<file path="config.mk">
export PLATFORM = sky130hd
export DESIGN_NAME = erpc_top
export DESIGN_NICKNAME = d
export VERILOG_FILES = /design/src/hdl/erpc_pkg.sv /design/src/hdl/erpc_rng_if.sv /design/src/hdl/erpc_range.sv /design/src/hdl/erpc_cnt.sv /design/src/hdl/erpc_top.sv
export VERILOG_INCLUDE_DIRS = /design/src /design/src/hdl
export SDC_FILE = /design/constraint.sdc
export NUM_CORES = 1
export LEC_CHECK = 0
export BUFFER_PORTS_ARGS = -buffer_cell sky130_fd_sc_hd__clkbuf_2
export CORE_MARGIN = 2
export CORE_UTILIZATION = 55
export CTS_BUF_LIST = sky130_fd_sc_hd__clkbuf_4 sky130_fd_sc_hd__clkbuf_8 sky130_fd_sc_hd__clkbuf_16
export CTS_CLUSTER_DIAMETER = 120
export DETAILED_ROUTE_END_ITERATION = 12
export HOLD_SLACK_MARGIN = 0.03
export PLACE_DENSITY = 0.76
export REMOVE_ABC_BUFFERS = 1
export SYNTH_ARGS = -nofsm -noshare
export SYNTH_HDL_FRONTEND = slang
export SYNTH_SLANG_ARGS = --single-unit
</file>
<file path="constraint.sdc">
create_clock -name sys_clk_i -period 4.3 [get_ports sys_clk_i]
set_clock_uncertainty 0.2 [all_clocks]
set_input_delay 0.86 -clock sys_clk_i [delete_from_list [all_inputs] [get_ports sys_clk_i]]
set_output_delay 0.86 -clock sys_clk_i [all_outputs]
set_load 0.05 [all_outputs]
</file>
<file path="src/hdl/erpc_map.svh">
/*
 * Register map, field positions, reset values and widths of the
 * event range performance counter.
 * Assumes byte addressing on a 32-bit APB bus, one word per register.
 */
`ifndef ERPC_MAP_SVH
`define ERPC_MAP_SVH

`define ERPC_ADDR_W       8
`define ERPC_EV_W         8
`define ERPC_FULL_W       32
`define ERPC_RED_W        24

`define ERPC_OFS_CTRL     8'h00
`define ERPC_OFS_MODE0    8'h04
`define ERPC_OFS_START0   8'h08
`define ERPC_OFS_STOP0    8'h0C
`define ERPC_OFS_MODE1    8'h10
`define ERPC_OFS_START1   8'h14
`define ERPC_OFS_STOP1    8'h18
`define ERPC_OFS_CNT0     8'h20
`define ERPC_OFS_CNT1     8'h24
`define ERPC_OFS_STATUS   8'h28
`define ERPC_OFS_MASK     8'h2C
`define ERPC_OFS_STATE    8'h30

`define ERPC_CTRL_CASC    0
`define ERPC_CTRL_CLR0    1
`define ERPC_CTRL_CLR1    2

`define ERPC_ST_OVF0      0
`define ERPC_ST_OVF1      1
`define ERPC_ST_END0      2
`define ERPC_ST_END1      3
`define ERPC_ST_W         4

`define ERPC_MODE_W       4
`define ERPC_RST_CTRL     1'h0
`define ERPC_RST_MASK     4'h0
`define ERPC_RST_EVMASK   8'h00

`endif

</file>
<file path="src/hdl/erpc_pkg.sv">
/*
 * Types shared by the performance counter modules.
 * Assumes erpc_map.svh is on the include path.
 */
`include "erpc_map.svh"

package erpc_pkg;

   typedef enum logic [`ERPC_MODE_W-1:0] {
      ERPC_NONE,
      ERPC_EXEC_CYC,
      ERPC_SUP_CYC,
      ERPC_EXCIRQ_CYC,
      ERPC_EXC_CYC,
      ERPC_IRQ_CYC,
      ERPC_EXEC_CNT,
      ERPC_EXCIRQ_CNT,
      ERPC_EXC_CNT,
      ERPC_IRQ_CNT
   } erpc_mode_e;

   typedef logic [`ERPC_EV_W-1:0] erpc_ev_t;

endpackage

</file>
<file path="src/hdl/erpc_rng_if.sv">
/*
 * Carrier between the register block and one range engine.
 * Assumes a single clock domain shared by both ends.
 */
`timescale 1ns/1ps

interface erpc_rng_if;
   import erpc_pkg::*;

   erpc_mode_e mode;
   erpc_ev_t   start_mask;
   erpc_ev_t   stop_mask;
   logic       inc;
   logic       active;
   logic       pass_end;

   modport ctl (output mode, output start_mask, output stop_mask,
                input inc, input active, input pass_end);
   modport rng (input mode, input start_mask, input stop_mask,
                output inc, output active, output pass_end);
endinterface

</file>
<file path="src/hdl/erpc_range.sv">
/*
 * One measurement range: start/stop detection and the increment request.
 * Assumes all CPU status inputs are on sys_clk_i; pulses last one cycle.
 */
`timescale 1ns/1ps

module erpc_range
   import erpc_pkg::*;
(
   input  wire logic sys_clk_i,      // cpu clock
   input  wire logic reset_n_i,      // sync reset, low
   input  wire logic [`ERPC_EV_W-1:0] ev_match_i, // detector matches
   input  wire logic cpu_run_i,      // program executing
   input  wire logic cpu_super_i,    // supervisor mode
   input  wire logic exc_cyc_i,      // in exception processing
   input  wire logic irq_cyc_i,      // in interrupt processing
   input  wire logic instr_exec_i,   // instruction executed pulse
   input  wire logic exc_acc_i,      // exception accepted pulse
   input  wire logic irq_acc_i,      // interrupt accepted pulse
   erpc_rng_if.rng   rif             // settings and results
);

   logic run_d_r;
   logic active_r;
   logic seen_r;
   logic inc_r;
   logic end_r;
   logic start_hit;
   logic stop_hit;
   logic cyc_q;
   logic occ_q;
   logic is_cnt;

   always_ff @(posedge sys_clk_i) begin
      if (!reset_n_i) run_d_r <= 1'b0;
      else            run_d_r <= cpu_run_i;
   end

   always_comb begin
      // empty mask falls back to program start/stop
      start_hit = (rif.start_mask == '0) ? (cpu_run_i & ~run_d_r)
                                         : |(ev_match_i & rif.start_mask);
      stop_hit  = (rif.stop_mask == '0)  ? (~cpu_run_i & run_d_r)
                                         : |(ev_match_i & rif.stop_mask);
      cyc_q  = 1'b0;
      occ_q  = 1'b0;
      is_cnt = 1'b0;
      unique case (rif.mode)
         ERPC_NONE:       ;
         ERPC_EXEC_CYC:   cyc_q = cpu_run_i;
         ERPC_SUP_CYC:    cyc_q = cpu_run_i & cpu_super_i;
         ERPC_EXCIRQ_CYC: cyc_q = exc_cyc_i | irq_cyc_i;
         ERPC_EXC_CYC:    cyc_q = exc_cyc_i;
         ERPC_IRQ_CYC:    cyc_q = irq_cyc_i;
         ERPC_EXEC_CNT:   begin occ_q = instr_exec_i; is_cnt = 1'b1; end
         ERPC_EXCIRQ_CNT: begin occ_q = exc_acc_i | irq_acc_i; is_cnt = 1'b1; end
         ERPC_EXC_CNT:    begin occ_q = exc_acc_i; is_cnt = 1'b1; end
         ERPC_IRQ_CNT:    begin occ_q = irq_acc_i; is_cnt = 1'b1; end
         default:         ;
      endcase
   end

   always_ff @(posedge sys_clk_i) begin
      if (!reset_n_i || rif.mode == ERPC_NONE) active_r <= 1'b0;
      else if (active_r)                      active_r <= ~stop_hit;
      else                                    active_r <= start_hit;
   end

   // occurrence seen during the current pass
   always_ff @(posedge sys_clk_i) begin
      if (!reset_n_i || !active_r) seen_r <= 1'b0;
      else if (stop_hit)           seen_r <= 1'b0;
      else if (occ_q)              seen_r <= 1'b1;
   end

   always_ff @(posedge sys_clk_i) begin
      if (!reset_n_i) inc_r <= 1'b0;
      else if (is_cnt) inc_r <= active_r & stop_hit & (seen_r | occ_q);
      else             inc_r <= active_r & cyc_q;
   end

   always_ff @(posedge sys_clk_i) begin
      if (!reset_n_i) end_r <= 1'b0;
      else            end_r <= active_r & stop_hit;
   end

   assign rif.inc      = inc_r;
   assign rif.active   = active_r;
   assign rif.pass_end = end_r;

endmodule

</file>
<file path="src/hdl/erpc_cnt.sv">
/*
 * Holding up-counter with clear and carry-out.
 * Assumes clear and increment are same-clock single-cycle requests.
 */
`timescale 1ns/1ps

module erpc_cnt #(
   parameter int W = 32
) (
   input  wire logic         sys_clk_i,  // cpu clock
   input  wire logic         reset_n_i,  // sync reset, low
   input  wire logic         clr_i,      // clear request
   input  wire logic         inc_i,      // add one
   output logic [W-1:0]      cnt_o,      // count value
   output logic              carry_o     // wraps this cycle
);

   logic [W-1:0] cnt_r;

   // value holds while idle; clr_i, reset or a wrap past all ones zero it
   always_ff @(posedge sys_clk_i) begin
      if (!reset_n_i || clr_i) cnt_r <= '0;
      else if (inc_i)          cnt_r <= cnt_r + {{(W-1){1'b0}}, 1'b1};
   end

   assign cnt_o   = cnt_r;
   assign carry_o = inc_i & ~clr_i & (&cnt_r);

endmodule

</file>
<file path="src/hdl/erpc_top.sv">
/*
 * Event range performance counter with APB register access.
 * Assumes all CPU status inputs come from logic on sys_clk_i.
 */
// Added by the designer: the APB slave port and the register offsets.
`timescale 1ns/1ps

// Functional notes
// - full variant: two ranges, 32-bit each
// - cascade joins both into 64-bit counter
// - cascade ignores second range settings
// - reduced variant: one range, 24-bit counter
// - one mode per range; none disables
// - cycle modes pick which cycles count
// - count modes pick which occurrences count
// - range bounds come from event detectors
// - cycles count from start until stop
// - count mode adds one per pass with an occurrence
// - start events combine as OR
// - no start event: program start begins
// - stop events OR; none: program stop ends
// - sticky overflow flag on counter wrap
module erpc_top
   import erpc_pkg::*;
#(
   parameter bit REDUCED = 1'b0
) (
   input  wire logic                    sys_clk_i,    // cpu clock, 25 MHz
   input  wire logic                    reset_n_i,    // sync reset, low
   input  wire logic                    psel_i,       // apb select
   input  wire logic                    penable_i,    // apb access phase
   input  wire logic                    pwrite_i,     // apb write
   input  wire logic [`ERPC_ADDR_W-1:0] paddr_i,      // apb byte address
   input  wire logic [31:0]             pwdata_i,     // apb write data
   output logic [31:0]                  prdata_o,     // apb read data
   output logic                         pready_o,     // apb ready
   output logic                         pslverr_o,    // apb error
   input  wire logic [`ERPC_EV_W-1:0]   ev_match_i,   // detector matches
   input  wire logic                    cpu_run_i,    // program executing
   input  wire logic                    cpu_super_i,  // supervisor mode
   input  wire logic                    exc_cyc_i,    // exception cycle
   input  wire logic                    irq_cyc_i,    // interrupt cycle
   input  wire logic                    instr_exec_i, // instruction pulse
   input  wire logic                    exc_acc_i,    // exception accepted
   input  wire logic                    irq_acc_i,    // interrupt accepted
   output logic                         irq_o         // level interrupt
);

   localparam int CW = REDUCED ? `ERPC_RED_W : `ERPC_FULL_W;
   localparam int NR = REDUCED ? 1 : 2;

   erpc_rng_if rif [2] ();

   logic              casc_r;
   logic [1:0]        clr_r;
   erpc_mode_e        mode_r  [2];
   erpc_ev_t          start_r [2];
   erpc_ev_t          stop_r  [2];
   logic [`ERPC_ST_W-1:0] status_r;
   logic [`ERPC_ST_W-1:0] mask_r;
   logic [`ERPC_ST_W-1:0] ev_set;
   logic [31:0]       prdata_r;
   logic              pready_r;
   logic              pslverr_r;
   logic              irq_r;
   logic [CW-1:0]     cnt [2];
   logic [1:0]        carry;
   logic [1:0]        cnt_inc;
   logic [1:0]        act;
   logic [1:0]        pend;
   logic              acc;
   logic              wr;

   assign acc = psel_i & penable_i & ~pready_r;
   assign wr  = acc & pwrite_i;

   function automatic logic mapped(input logic [`ERPC_ADDR_W-1:0] a);
      unique case (a)
         `ERPC_OFS_CTRL, `ERPC_OFS_MODE0, `ERPC_OFS_START0, `ERPC_OFS_STOP0,
         `ERPC_OFS_MODE1, `ERPC_OFS_START1, `ERPC_OFS_STOP1, `ERPC_OFS_CNT0,
         `ERPC_OFS_CNT1, `ERPC_OFS_STATUS, `ERPC_OFS_MASK,
         `ERPC_OFS_STATE: mapped = 1'b1;
         default:         mapped = 1'b0;
      endcase
   endfunction

   function automatic erpc_mode_e to_mode(input logic [31:0] d);
      if (d[`ERPC_MODE_W-1:0] > ERPC_IRQ_CNT) to_mode = ERPC_NONE;
      else                                    to_mode = erpc_mode_e'(d[`ERPC_MODE_W-1:0]);
   endfunction

   // ---- control registers ----
   always_ff @(posedge sys_clk_i) begin
      if (!reset_n_i) begin
         casc_r <= `ERPC_RST_CTRL;
      end else if (wr && paddr_i == `ERPC_OFS_CTRL && !REDUCED) begin
         casc_r <= pwdata_i[`ERPC_CTRL_CASC];
      end
   end

   // counter clears are one-cycle strobes
   always_ff @(posedge sys_clk_i) begin
      if (!reset_n_i) begin
         clr_r <= 2'h0;
      end else if (wr && paddr_i == `ERPC_OFS_CTRL) begin
         clr_r <= {pwdata_i[`ERPC_CTRL_CLR1], pwdata_i[`ERPC_CTRL_CLR0]};
      end else begin
         clr_r <= 2'h0;
      end
   end

   always_ff @(posedge sys_clk_i) begin
      if (!reset_n_i) begin
         mode_r[0]  <= ERPC_NONE;
         start_r[0] <= `ERPC_RST_EVMASK;
         stop_r[0]  <= `ERPC_RST_EVMASK;
      end else if (wr) begin
         if (paddr_i == `ERPC_OFS_MODE0)  mode_r[0]  <= to_mode(pwdata_i);
         if (paddr_i == `ERPC_OFS_START0) start_r[0] <= pwdata_i[`ERPC_EV_W-1:0];
         if (paddr_i == `ERPC_OFS_STOP0)  stop_r[0]  <= pwdata_i[`ERPC_EV_W-1:0];
      end
   end

   always_ff @(posedge sys_clk_i) begin
      if (!reset_n_i) begin
         mode_r[1]  <= ERPC_NONE;
         start_r[1] <= `ERPC_RST_EVMASK;
         stop_r[1]  <= `ERPC_RST_EVMASK;
      end else if (wr && !REDUCED) begin
         if (paddr_i == `ERPC_OFS_MODE1)  mode_r[1]  <= to_mode(pwdata_i);
         if (paddr_i == `ERPC_OFS_START1) start_r[1] <= pwdata_i[`ERPC_EV_W-1:0];
         if (paddr_i == `ERPC_OFS_STOP1)  stop_r[1]  <= pwdata_i[`ERPC_EV_W-1:0];
      end
   end

   // ---- range engines ----
   assign rif[0].mode       = mode_r[0];
   assign rif[0].start_mask = start_r[0];
   assign rif[0].stop_mask  = stop_r[0];
   // second range settings are dropped while cascaded
   assign rif[1].mode       = (casc_r || REDUCED) ? ERPC_NONE : mode_r[1];
   assign rif[1].start_mask = start_r[1];
   assign rif[1].stop_mask  = stop_r[1];

   genvar g;
   generate
      for (g = 0; g < 2; g++) begin : g_rng
         erpc_range u_rng (
            .sys_clk_i    (sys_clk_i),
            .reset_n_i    (reset_n_i),
            .ev_match_i   (ev_match_i),
            .cpu_run_i    (cpu_run_i),
            .cpu_super_i  (cpu_super_i),
            .exc_cyc_i    (exc_cyc_i),
            .irq_cyc_i    (irq_cyc_i),
            .instr_exec_i (instr_exec_i),
            .exc_acc_i    (exc_acc_i),
            .irq_acc_i    (irq_acc_i),
            .rif          (rif[g])
         );
         assign act[g]  = rif[g].active;
         assign pend[g] = rif[g].pass_end;
      end
   endgenerate

   // ---- counters ----
   assign cnt_inc[0] = rif[0].inc;
   assign cnt_inc[1] = casc_r ? carry[0] : rif[1].inc;

   erpc_cnt #(.W(CW)) u_cnt0 (
      .sys_clk_i (sys_clk_i),
      .reset_n_i (reset_n_i),
      .clr_i     (clr_r[0]),
      .inc_i     (cnt_inc[0]),
      .cnt_o     (cnt[0]),
      .carry_o   (carry[0])
   );

   generate
      if (REDUCED) begin : g_red
         assign cnt[1]   = '0;
         assign carry[1] = 1'b0;
      end else begin : g_full
         // cascade clears both halves together
         erpc_cnt #(.W(CW)) u_cnt1 (
            .sys_clk_i (sys_clk_i),
            .reset_n_i (reset_n_i),
            .clr_i     (clr_r[1] | (casc_r & clr_r[0])),
            .inc_i     (cnt_inc[1]),
            .cnt_o     (cnt[1]),
            .carry_o   (carry[1])
         );
      end
   endgenerate

   // ---- status and interrupt ----
   always_comb begin
      ev_set = '0;
      ev_set[`ERPC_ST_OVF0] = casc_r ? carry[1] : carry[0];
      ev_set[`ERPC_ST_OVF1] = ~casc_r & carry[1];
      ev_set[`ERPC_ST_END0] = pend[0];
      ev_set[`ERPC_ST_END1] = pend[1];
   end

   // new events win over a same-cycle clear
   always_ff @(posedge sys_clk_i) begin
      if (!reset_n_i) begin
         status_r <= '0;
      end else if (wr && paddr_i == `ERPC_OFS_STATUS) begin
         status_r <= (status_r & ~pwdata_i[`ERPC_ST_W-1:0]) | ev_set;
      end else begin
         status_r <= status_r | ev_set;
      end
   end

   always_ff @(posedge sys_clk_i) begin
      if (!reset_n_i)                          mask_r <= `ERPC_RST_MASK;
      else if (wr && paddr_i == `ERPC_OFS_MASK) mask_r <= pwdata_i[`ERPC_ST_W-1:0];
   end

   always_ff @(posedge sys_clk_i) begin
      if (!reset_n_i) irq_r <= 1'b0;
      else            irq_r <= |(status_r & mask_r);
   end

   // ---- apb answer, one wait state ----
   always_ff @(posedge sys_clk_i) begin
      if (!reset_n_i) begin
         pready_r  <= 1'b0;
         pslverr_r <= 1'b0;
      end else begin
         pready_r  <= acc;
         pslverr_r <= acc & ~mapped(paddr_i);
      end
   end

   always_ff @(posedge sys_clk_i) begin
      if (!reset_n_i) begin
         prdata_r <= 32'h0000_0000;
      end else if (acc && !pwrite_i) begin
         unique case (paddr_i)
            `ERPC_OFS_CTRL:   prdata_r <= {31'h0, casc_r};
            `ERPC_OFS_MODE0:  prdata_r <= 32'(mode_r[0]);
            `ERPC_OFS_START0: prdata_r <= 32'(start_r[0]);
            `ERPC_OFS_STOP0:  prdata_r <= 32'(stop_r[0]);
            `ERPC_OFS_MODE1:  prdata_r <= 32'(mode_r[1]);
            `ERPC_OFS_START1: prdata_r <= 32'(start_r[1]);
            `ERPC_OFS_STOP1:  prdata_r <= 32'(stop_r[1]);
            `ERPC_OFS_CNT0:   prdata_r <= 32'(cnt[0]);
            `ERPC_OFS_CNT1:   prdata_r <= 32'(cnt[1]);
            `ERPC_OFS_STATUS: prdata_r <= 32'(status_r);
            `ERPC_OFS_MASK:   prdata_r <= 32'(mask_r);
            `ERPC_OFS_STATE:  prdata_r <= {30'h0, act[NR-1:0] == '0 ? 2'h0 : act};
            default:          prdata_r <= 32'h0000_0000;
         endcase
      end
   end

   assign prdata_o  = prdata_r;
   assign pready_o  = pready_r;
   assign pslverr_o = pslverr_r;
   assign irq_o     = irq_r;

endmodule

</file>
==> summary.md, run 1 <==
| Metric | Value |
|---|---|
| Synth Area per Inst | `8.96 um2` |
| P per Cell Area | `374 nW/um2` |
| Ys flop type | `dfxtp_1` |
| First-pass GRT wire length | `33.9 mm` |
| Final ANT Viol Nets | `0` |
| Initial antenna violation count | `0` |
| Post-synth top cells | `119 x dfxtp_1, 87 x nor2_1, 85 x nand2_1` |
| Num CTS Buffers | `17` |
| Synth area leaders | `dfxtp_1 30%, edfxtp_1 15%, nor2_1 4.1%` |
| Leak | `3.25 nW` |
| Post-DP HPWL | `15.4 mm` |
| Synth top area share | `30.0%` |
| Mapped cell area | `7930 um2` |
| Total grt overflow | `0` |
| Core box area | `14,000 um2` |
| Worst path depth | `5` |
| Hold Path Sink | `g_rng[0].u_rng.seen_r$_SDFFE_PP0P_` |
| Buffers on Ports | `70` |
| RSZ-0062 raised after global routing | `no` |
| Peak supply drop | `0.328 mV` |
| Crit end category | `register` |
| Tightest Hold Check Type | `reg -> reg` |
| Largest net degree at the start of global routing | `32` |
| Fillers | `1,191` |
| Worst-path clk slew | `0.06 ns` |
| Maximum capacitance violations | `0` |
| Final Cycle Share | `74.1%` |
| Final WL | `21.4 mm` |
| Area Overhead vs Synth | `13.5%` |
| CP Launch Type | `register` |
| Die ar. | `15,400 um2` |
| Switching share of power | `24.2%` |
| Initial Util | `56.7%` |
| GPL Wtd Cong | `0.970` |
| R2r setup slk | `1.11 ns` |
| Count leader, synth | `dfxtp_1` |
| Site Rows | `43` |
| Slowest cell delay on critical path | `0.70 ns` |
| H-tree depth | `4` |
| CP delay by family, top | `simple AND/OR/NAND/NOR gates` |
| Area leader, netlist | `dfxtp_1` |
| Crit Reg-Reg Endpoint | `status_r[0]$_SDFF_PN0_` |
| Slew headroom | `23.6%` |
| Slowest cell on crit path | `nor4_4` |
| Total Nets Final | `997` |
| EDFF count, synth | `40` |
| Synthesis warning total | `0` |
| Clock Path Buffers | `2` |
| Routed vias | `7,166` |
| Status | `finished clean` |
| Chip width | `124 um` |
| Hold-critical path depth | `2` |
| FF-to-FF Start | `u_cnt0.cnt_o[18]$_SDFFE_PP0P_` |
| GRT met3 Usage | `6.68%` |
| Clk sinks | `159` |
| Gr busiest metal | `met2` |
| CP Class | `reg -> reg` |
| Post-layout minimum cycle time | `3.19 ns` |
| Sequential-to-total area share from yosys stat | `45.2%` |
| Setup TNS | `0 ns` |
| HP Start | `g_rng[0].u_rng.seen_r$_SDFFE_PP0P_` |
| Total global-route track usage | `29.1%` |
| Ant. Diodes | `0` |
| Sw power | `0.000814 W` |
| Ports | `95` |
| CP Buf/Inv Count | `0` |
| Mapped Cells | `885` |
| CTS resizes | `0` |
| Combinational share of power | `7.1%` |
| Drt drc | `0` |
| Worst slew pin tran | `1.15 ns` |
| Crit. Startpoint | `u_cnt0.cnt_o[18]$_SDFFE_PP0P_` |
| Critical Path Fanout Max | `24` |
| Critical-path cell list | `nand4_1 -> nor4_4 -> a41oi_2 -> or3_1 -> o21ai_0` |
| Vias per cell | `6.35` |
| Share of total power in the clock network | `45.4%` |
| R2R cell count | `5` |
| Pins over their slew limit | `0` |
| Layout cells sized above 1 | `14.3%` |
| Vias in the first global route | `6,403` |
| # setup viols final | `0` |
| Met1 usage | `42.3%` |
| Clk root buf | `clkbuf_16` |
| P_int | `0.00256 W` |
| Clk Latency, worst-skew pair | `0.43 ns` |
| Fin. Hold Viols | `0` |
| FMAX | `314 MHz` |
| DR iter-0 viols | `638` |
| Drt first pass iters | `7` |
| Post-synth ARST share | `0%` |
| Post-CTS setup buffer count | `0` |
| DR WL/cell | `19.0 um` |
| Met2 usage | `43.0%` |
| Total power draw | `0.00337 W` |
| Post-synthesis register bit count | `159` |
| Worst endpoint data arrival time | `3.33 ns` |
| Hold_buf cts | `0` |
| Distinct cells, synth | `70` |
| Reg power frac | `47.4%` |
| CTS tree | `done` |
| Die Ht | `124 um` |
| Critical Path RT | `4.44 ns` |
[how the worst max path moves through the flow]
stage | end | slack, ns
floorplan | g_full.u_cnt1.cnt_o[14]$_SDFFE_PP0P_ | 0.71
global placement | prdata_o[6]$_SDFFE_PN0P_ | 1.02
detailed placement | prdata_o[6]$_SDFFE_PN0P_ | 1.00
CTS | status_r[0]$_SDFF_PN0_ | 1.21
global route | status_r[0]$_SDFF_PN0_ | 0.92
finish | status_r[0]$_SDFF_PN0_ | 1.11
[flip-flops by register name, indices dropped and copies added (netlist names)]
register	flops
g_rng.u_rng.rif.inc	2
prdata_o	32
mode_r	8
g_rng.u_rng.seen_r	2
pready_o	1
status_r	4
start_r	16
casc_r	1
stop_r	16
mask_r	4
irq_o	1
u_cnt0.cnt_o	32
g_rng.u_rng.rif.active	2
g_full.u_cnt1.cnt_o	32
g_rng.u_rng.run_d_r	1
clr_r	2
g_rng.u_rng.rif.pass_end	2
pslverr_o	1
[cell usage in the layout (no fill, tap or decap), drive strengths merged, types with 6 or more instances in the layout]
| cell type | instances |
|---|---|
| a222oi | 6 |
| dfxtp | 119 |
| xor2 | 14 |
| edfxtp | 40 |
| buf | 13 |
| nand2 | 85 |
| clkbuf | 88 |
| and3 | 29 |
| xnor2 | 11 |
| nand2b | 17 |
| nor4 | 19 |
| nand3 | 40 |
| o21ai | 41 |
| and2 | 25 |
| nor2b | 12 |
| or3 | 17 |
| mux2i | 23 |
| a21oi | 26 |
| a22oi | 15 |
| nand4 | 22 |
| nor3 | 49 |
| nor2 | 89 |
| inv | 13 |
| or4 | 11 |
| a221oi | 30 |
[metrics by stage]
stage / util (%) / setup WS (ns) / hold WS [ns] / area (um2) / instances
global route: 64.4 / 0.918 / 0.259 / 9000 / 1128
detailed placement: 60.1 / 1.00 / 0.239 / 8410 / 1096
finish: 64.4 / 1.11 / 0.246 / 9000 / 1128
CTS: 64.4 / 1.21 / 0.250 / 9000 / 1128
floorplan: - / 0.707 / 0.213 / 7700 / 833
global placement: 60.1 / 1.02 / 0.228 / 8410 / 1096
[layer usage]
| layer | up-vias | part of all wire (%) |
|---|---|---|
| met5 | - | 0 |
| met4 | 0 | 2.0 |
| met3 | 39 | 7.9 |
| met2 | 291 | 44 |
| met1 | 3425 | 46 |
| li1 | 3411 | - |
[cells by family (layout without fill, tap and decap cells)]
family | Yosys count | after routing | synth area share, %
XOR/XNOR | 25 | 25 | 2.76
AND/OR/NAND/NOR | 440 | 440 | 29.5
AO/OA/AOI/OAI | 169 | 169 | 15.1
multiplexers | 26 | 26 | 3.61
flip-flops | 159 | 159 | 45.2
adder cells (fa/ha/maj) | 3 | 3 | 0.442
buffers and inverters | 63 | 126 | 3.39
[area by class of cell]
| class | count | area [um2] | area share [%] |
|---|---|---|---|
| flip-flops and latches | 159 | 3580 | 39.8 |
| inverters | 11 | 41.3 | 0.459 |
| multi-input cells | 663 | 4110 | 45.6 |
| repair buffers | 83 | 448 | 4.97 |
| clock buffers | 18 | 433 | 4.81 |
| well taps | 180 | 225 | 2.50 |
| clock inverters | 14 | 165 | 1.83 |
[power by group through the flow]
stage          clock network (W)  registers, W  logic (W)
2_1_floorplan                  0       0.00166   0.000103
3_3_place_gp                   0       0.00163   0.000235
3_5_place_dp                   0       0.00163   0.000237
4_1_cts                  0.00155       0.00160   0.000238
5_1_grt                  0.00161       0.00160   0.000260
6_report                 0.00153       0.00160   0.000240
[worst reg2reg max path: stages, from the launching register on]
cell	delay, ns
dfxtp_1	0.44
nand4_1	0.23
nor4_4	0.70
a41oi_2	0.66
or3_1	0.64
o21ai_0	0.23
(Power assumes the default switching activity.)
==> run 2: changes to the inputs <==
==> constraint.sdc (replaced) <==
create_clock -name sys_clk_i -period 3.25 [get_ports sys_clk_i]
set_clock_uncertainty 0.2 [all_clocks]
set_input_delay 0.65 -clock sys_clk_i [delete_from_list [all_inputs] [get_ports sys_clk_i]]
set_output_delay 0.65 -clock sys_clk_i [all_outputs]
set_load 0.05 [all_outputs]
==> run 2 against run 1 <==
- critical path depth is 1 higher
- combinational power is 36% higher
- worst hold slack worse by 0.0029 ns
- flip-flop and latch count stayed put
- first-iteration DRC count is 45% higher
- final cell count is 1.2% higher
- largest power group unchanged
- critical path type unchanged
==> summary.md, run 2 (synthesis results as in run 1) <==
| Metric | Value |
|---|---|
| Status | `finished clean` |
| Drt drc | `0` |
| Total global-route track usage | `29.6%` |
| Post-layout minimum cycle time | `2.71 ns` |
| Fin. Hold Viols | `0` |
| Placed Area | `8500 um2` |
| Clk sinks | `159` |
| Slowest cell delay on critical path | `0.62 ns` |
| Buffers on Ports | `70` |
| Worst-path clk slew | `0.06 ns` |
| Die Ht | `124 um` |
| Initial antenna violation count | `1` |
| Vias per cell | `6.39` |
| Leading cell type in the layout, fill and taps excluded | `dfxtp_1` |
| Multi-input logic area | `4110 um2` |
| DR iter-0 viols | `928` |
| CTS resizes | `0` |
| Drt first pass iters | `7` |
| First-pass GRT wire length | `34.1 mm` |
| Peak supply drop | `0.398 mV` |
| Clk root buf | `clkbuf_16` |
| Slowest cell on crit path | `or3_1` |
| CP Launch Type | `register` |
| Leak | `3.31 nW` |
| Tightest Hold Check Type | `reg -> reg` |
| Critical-path cell list | `ha_1 -> nand4_1 -> nor2_4 -> a41oi_2 -> or3_1 -> mux2i_1` |
| Post-CTS setup buffer count | `0` |
| Design Area, Final | `9080 um2` |
| Num CTS Buffers | `17` |
| Final ANT Viol Nets | `0` |
| Fin util | `64.9%` |
| Total grt overflow | `0` |
| Ports | `95` |
| Placed insts | `1,109` |
| Worst slew pin tran | `1.14 ns` |
| Slew headroom | `24.0%` |
| Final WL | `22.1 mm` |
| Pins over their slew limit | `0` |
| P per Cell Area | `485 nW/um2` |
| Initial Util | `56.7%` |
| Crit end category | `register` |
| Layout cells sized above 1 | `15.3%` |
| Routed vias | `7,286` |
| H-tree depth | `4` |
| Clock Path Buffers | `2` |
| # setup viols final | `0` |
| Chip width | `124 um` |
| CP Class | `reg -> reg` |
| Total power draw | `0.00440 W` |
| Critical Path Fanout Max | `23` |
| FMAX | `369 MHz` |
| Maximum capacitance violations | `0` |
| Worst endpoint data arrival time | `2.83 ns` |
| Fillers | `1,180` |
| Hold_buf cts | `0` |
| GPL Wtd Cong | `0.997` |
| Final Cycle Share | `83.4%` |
| Die ar. | `15,400 um2` |
| Core box area | `14,000 um2` |
| Sequential cell area | `3580 um2` |
| Vias in the first global route | `6,466` |
| WHS | `0.243 ns` |
| Critical Path RT | `3.37 ns` |
| CTS tree | `done` |
| Clk Latency, worst-skew pair | `0.44 ns` |
| Most frequent cells in the layout | `119 x dfxtp_1, 87 x nor2_1, 85 x nand2_1` |
| Area Overhead vs Synth | `14.4%` |
| DR WL/cell | `19.4 um` |
| Final std cells w/o fill | `1,141` |
| Site Rows | `43` |
| RSZ-0062 raised after global routing | `no` |
| Ant. Diodes | `0` |
| Largest net degree at the start of global routing | `37` |
| Total Nets Final | `1,010` |
| Post-DP HPWL | `15.8 mm` |
run 2: changes by cell type in the layout (fill, tap and decap cells not counted), sizes merged:
cell	delta
buf	+13
bufinv	-1
clkinv	+3
clkinvlp	-3
inv	+1
run 2: final cells by class:
cell class / count / share of cell area [%]
tap: 180 / 2.48
sequential: 159 / 39.5
inverter: 11 / 0.455
multi-input combinational: 663 / 45.3
clock inverter: 14 / 1.54
timing repair buffer: 96 / 6.01
clock buffer: 18 / 4.77
run 2: power breakdown:
| group | internal [W] | switching (W) | total, W |
|---|---|---|---|
| Sequential | 0.00207 | 0.0000460 | 0.00212 |
| Combinational | 0.000102 | 0.000224 | 0.000326 |
| Clock | 0.00114 | 0.000822 | 0.00196 |
| Total | 0.00331 | 0.00109 | 0.00440 |
run 2: per-stage QoR:
step,setup TNS [ns],setup slack (ns)
final,0,0.540
after global routing,0,0.325
after CTS,0,0.539
after detailed placement,0,0.239
after global placement,0,0.315
after floorplan,-2.76,-0.133
run 2: critical path, delay by kind of cell (launching register included):
| family | cells | cell delay (ns) |
|---|---|---|
| and+or+nand+nor | 3 | 1.07 |
| adders and majority gates | 1 | 0.21 |
| DFF | 1 | 0.44 |
| muxes | 1 | 0.15 |
| AOI/OAI and AO/OA | 1 | 0.51 |
run 2: path summary, 6_finish.rpt:
check / startpoint / end / slack, ns / cells after the start
max: u_cnt0.cnt_o[1]$_SDFFE_PP0P_ / g_full.u_cnt1.cnt_o[26]$_SDFFE_PP0P_ / 0.54 / 6
min: g_rng[0].u_rng.rif.pass_end$_SDFF_PN0_ / status_r[2]$_SDFF_PN0_ / 0.24 / 2
min reg2reg: g_rng[0].u_rng.rif.pass_end$_SDFF_PN0_ / status_r[2]$_SDFF_PN0_ / 0.24 / 2
max reg2reg: u_cnt0.cnt_o[1]$_SDFFE_PP0P_ / g_full.u_cnt1.cnt_o[26]$_SDFFE_PP0P_ / 0.54 / 6
run 2: layer usage:
| metal | wire length (um) | global-route usage, % | up-vias |
|---|---|---|---|
| met2 | 9710 | 43.7 | 325 |
| met5 | 13 | 0 | - |
| met4 | 446 | 7.44 | 2 |
| met1 | 10000 | 43.4 | 3470 |
| met3 | 1910 | 7.23 | 52 |
| li1 | - | - | 3437 |
==> run 3: changes to the inputs <==
--- a/config.mk
+++ b/config.mk
@@ -8,12 +8,12 @@
 export LEC_CHECK = 0
 export BUFFER_PORTS_ARGS = -buffer_cell sky130_fd_sc_hd__clkbuf_2
 export CORE_MARGIN = 2
-export CORE_UTILIZATION = 55
+export CORE_UTILIZATION = 53
 export CTS_BUF_LIST = sky130_fd_sc_hd__clkbuf_4 sky130_fd_sc_hd__clkbuf_8 sky130_fd_sc_hd__clkbuf_16
 export CTS_CLUSTER_DIAMETER = 120
 export DETAILED_ROUTE_END_ITERATION = 12
 export HOLD_SLACK_MARGIN = 0.03
-export PLACE_DENSITY = 0.76
+export PLACE_DENSITY = 0.77
 export REMOVE_ABC_BUFFERS = 1
 export SYNTH_ARGS = -nofsm -noshare
 export SYNTH_HDL_FRONTEND = slang
==> constraint.sdc (replaced) <==
create_clock -name sys_clk_i -period 2.2 [get_ports sys_clk_i]
set_clock_uncertainty 0.2 [all_clocks]
set_input_delay 0.44 -clock sys_clk_i [delete_from_list [all_inputs] [get_ports sys_clk_i]]
set_output_delay 0.44 -clock sys_clk_i [all_outputs]
set_load 0.05 [all_outputs]
==> run 3 against run 2 <==
- die area grew 3.7%
- total power grew 57%
- fmax grew 24%
- critical path depth is the same
- sequential share of layout area shrank 3.6 points
- sequential power grew 47%
- clock power grew 66%
- global-route usage shrank 0.082 points
- largest power group is now the clock network
==> summary.md, run 3 (synthesis results as in run 1) <==
| Metric | Value |
|---|---|
| Status | `finished clean` |
| CTS tree | `done` |
| DR iter-0 viols | `867` |
| CP delay by family, top | `simple AND/OR/NAND/NOR gates` |
| Final WL | `23.6 mm` |
| Pins over their slew limit | `0` |
| Clk sinks | `159` |
| Drt drc | `0` |
| Post-layout minimum cycle time | `2.19 ns` |
| Worst endpoint data arrival time | `2.36 ns` |
| Total Nets Final | `1,098` |
| Clk root buf | `clkbuf_16` |
| Total global-route track usage | `29.5%` |
| Peak supply drop | `0.509 mV` |
| P per Cell Area | `691 nW/um2` |
| Clk Latency, worst-skew pair | `0.43 ns` |
| Drt first pass iters | `7` |
| Leak | `3.84 nW` |
| Post-DP HPWL | `16.4 mm` |
| Clock Path Buffers | `2` |
| Ports | `95` |
| Setup slack at placement | `-0.183 ns` |
| First-pass GRT wire length | `37.1 mm` |
| Tightest Hold Check Type | `in -> reg` |
| Chip width | `126 um` |
| Maximum capacitance violations | `0` |
| Critical Path Fanout Max | `8` |
| Critical Path RT | `2.37 ns` |
| Vias in the first global route | `7,145` |
| Fin. Hold Viols | `0` |
| Buffers on Ports | `70` |
| DR WL/cell | `19.1 um` |
| Crit end category | `register` |
| CP Class | `reg -> reg` |
| GPL Wtd Cong | `1.01` |
| Critical-path cell list | `nand4_1 -> nor4_4 -> buf_4 -> a31oi_4 -> or4b_4 -> a21oi_2` |
| Final ANT Viol Nets | `0` |
| Core box area | `14,600 um2` |
| Initial antenna violation count | `0` |
| Setup TNS | `0 ns` |
| Ant. Diodes | `0` |
| # setup viols final | `0` |
| Leading cell type in the layout, fill and taps excluded | `dfxtp_1` |
| Routed vias | `7,785` |
| Site Rows | `44` |
| Worst-path clk slew | `0.06 ns` |
| Layout cells sized above 1 | `25.0%` |
| RSZ-0062 raised after global routing | `yes` |
| Die Ht | `126 um` |
| FMAX | `456 MHz` |
| CP Launch Type | `register` |
| Final Cycle Share | `99.7%` |
| CP Buf/Inv Count | `1` |
| Area Overhead vs Synth | `26.3%` |
| Total grt overflow | `0` |
| Num CTS Buffers | `17` |
| H-tree depth | `4` |
| Slowest cell delay on critical path | `0.55 ns` |
| Die ar. | `16,000 um2` |
| Largest net degree at the start of global routing | `33` |
| Worst slew pin tran | `0.559 ns` |
| Vias per cell | `6.31` |
| Initial Util | `54.4%` |
| Most frequent cells in the layout | `112 x dfxtp_1, 104 x buf_4, 87 x nor2_1` |
| Slowest cell on crit path | `or4b_4` |
| Slew headroom | `62.2%` |
| PnR worst setup slack | `0.00745 ns` |
[run 3: changes by cell type in the layout (fill, tap and decap cells not counted), sizes merged]
cell / before / now
buf: 26 / 113
clkbuf: 88 / 95
clkinv: 8 / 2
a31oi: 4 / 5
bufinv: 2 / 3
clkinvlp: 1 / 0
inv: 14 / 13
[run 3: where the power goes]
part	total [W]	leakage [nW]	internal [W]	switching [W]
clock	0.00326	0.334	0.00209	0.00117
sequential	0.00312	1.37	0.00306	0.0000624
combinational	0.000543	2.14	0.000194	0.000348
[run 3: layout make-up]
cell class / instances / area [um2]
inverters: 11 / 41.3
clock buffers: 25 / 551
clock inverters: 7 / 116
flip-flops and latches: 159 / 3600
well taps: 184 / 230
fillers: 1120 / 4570
multi-input cells: 664 / 4220
repair buffers: 183 / 1270
[run 3: path summary, 6_finish.rpt]
path / cells after the start / from / slack [ns] / to
setup / recovery: 6 / u_cnt0.cnt_o[23]$_SDFFE_PP0P_ / 0.007 / g_full.u_cnt1.cnt_o[9]$_SDFFE_PP0P_
hold / removal: 2 / cpu_run_i / 0.16 / g_rng[0].u_rng.run_d_r$_SDFF_PN0_
setup reg to reg: 6 / u_cnt0.cnt_o[23]$_SDFFE_PP0P_ / 0.007 / g_full.u_cnt1.cnt_o[9]$_SDFFE_PP0P_
hold reg to reg: 2 / prdata_o[7]$_SDFFE_PN0P_ / 0.25 / prdata_o[7]$_SDFFE_PN0P_
[run 3: metrics by stage]
step                cell area [um2]  instances  total power (W)  hold WS, ns  util [%]
floorplan                      7700        833          0.00344        0.213         -
global placement               9150       1190          0.00370        0.231      62.7
detailed placement             9150       1190          0.00371        0.238      62.7
CTS                            9880       1229          0.00693        0.142      67.7
global route                  10000       1233          0.00710        0.154      68.7
finish                        10000       1233          0.00692        0.160      68.7
[run 3: routing by layer]
metal	wire length, um	share of wire (%)	track usage, %
met1	9670	41	38.0
met2	11100	47	48.1
met3	1880	8.0	5.10
met4	955	4.0	14.7
met5	0	0	0
[run 3: timing repair]
item	CTS	global route
hold buffers	0	0
cloned	1	1
gates resized for setup	5	26
setup endpoints to repair	12	28
buffers inserted	6	3
pin swaps	6	16
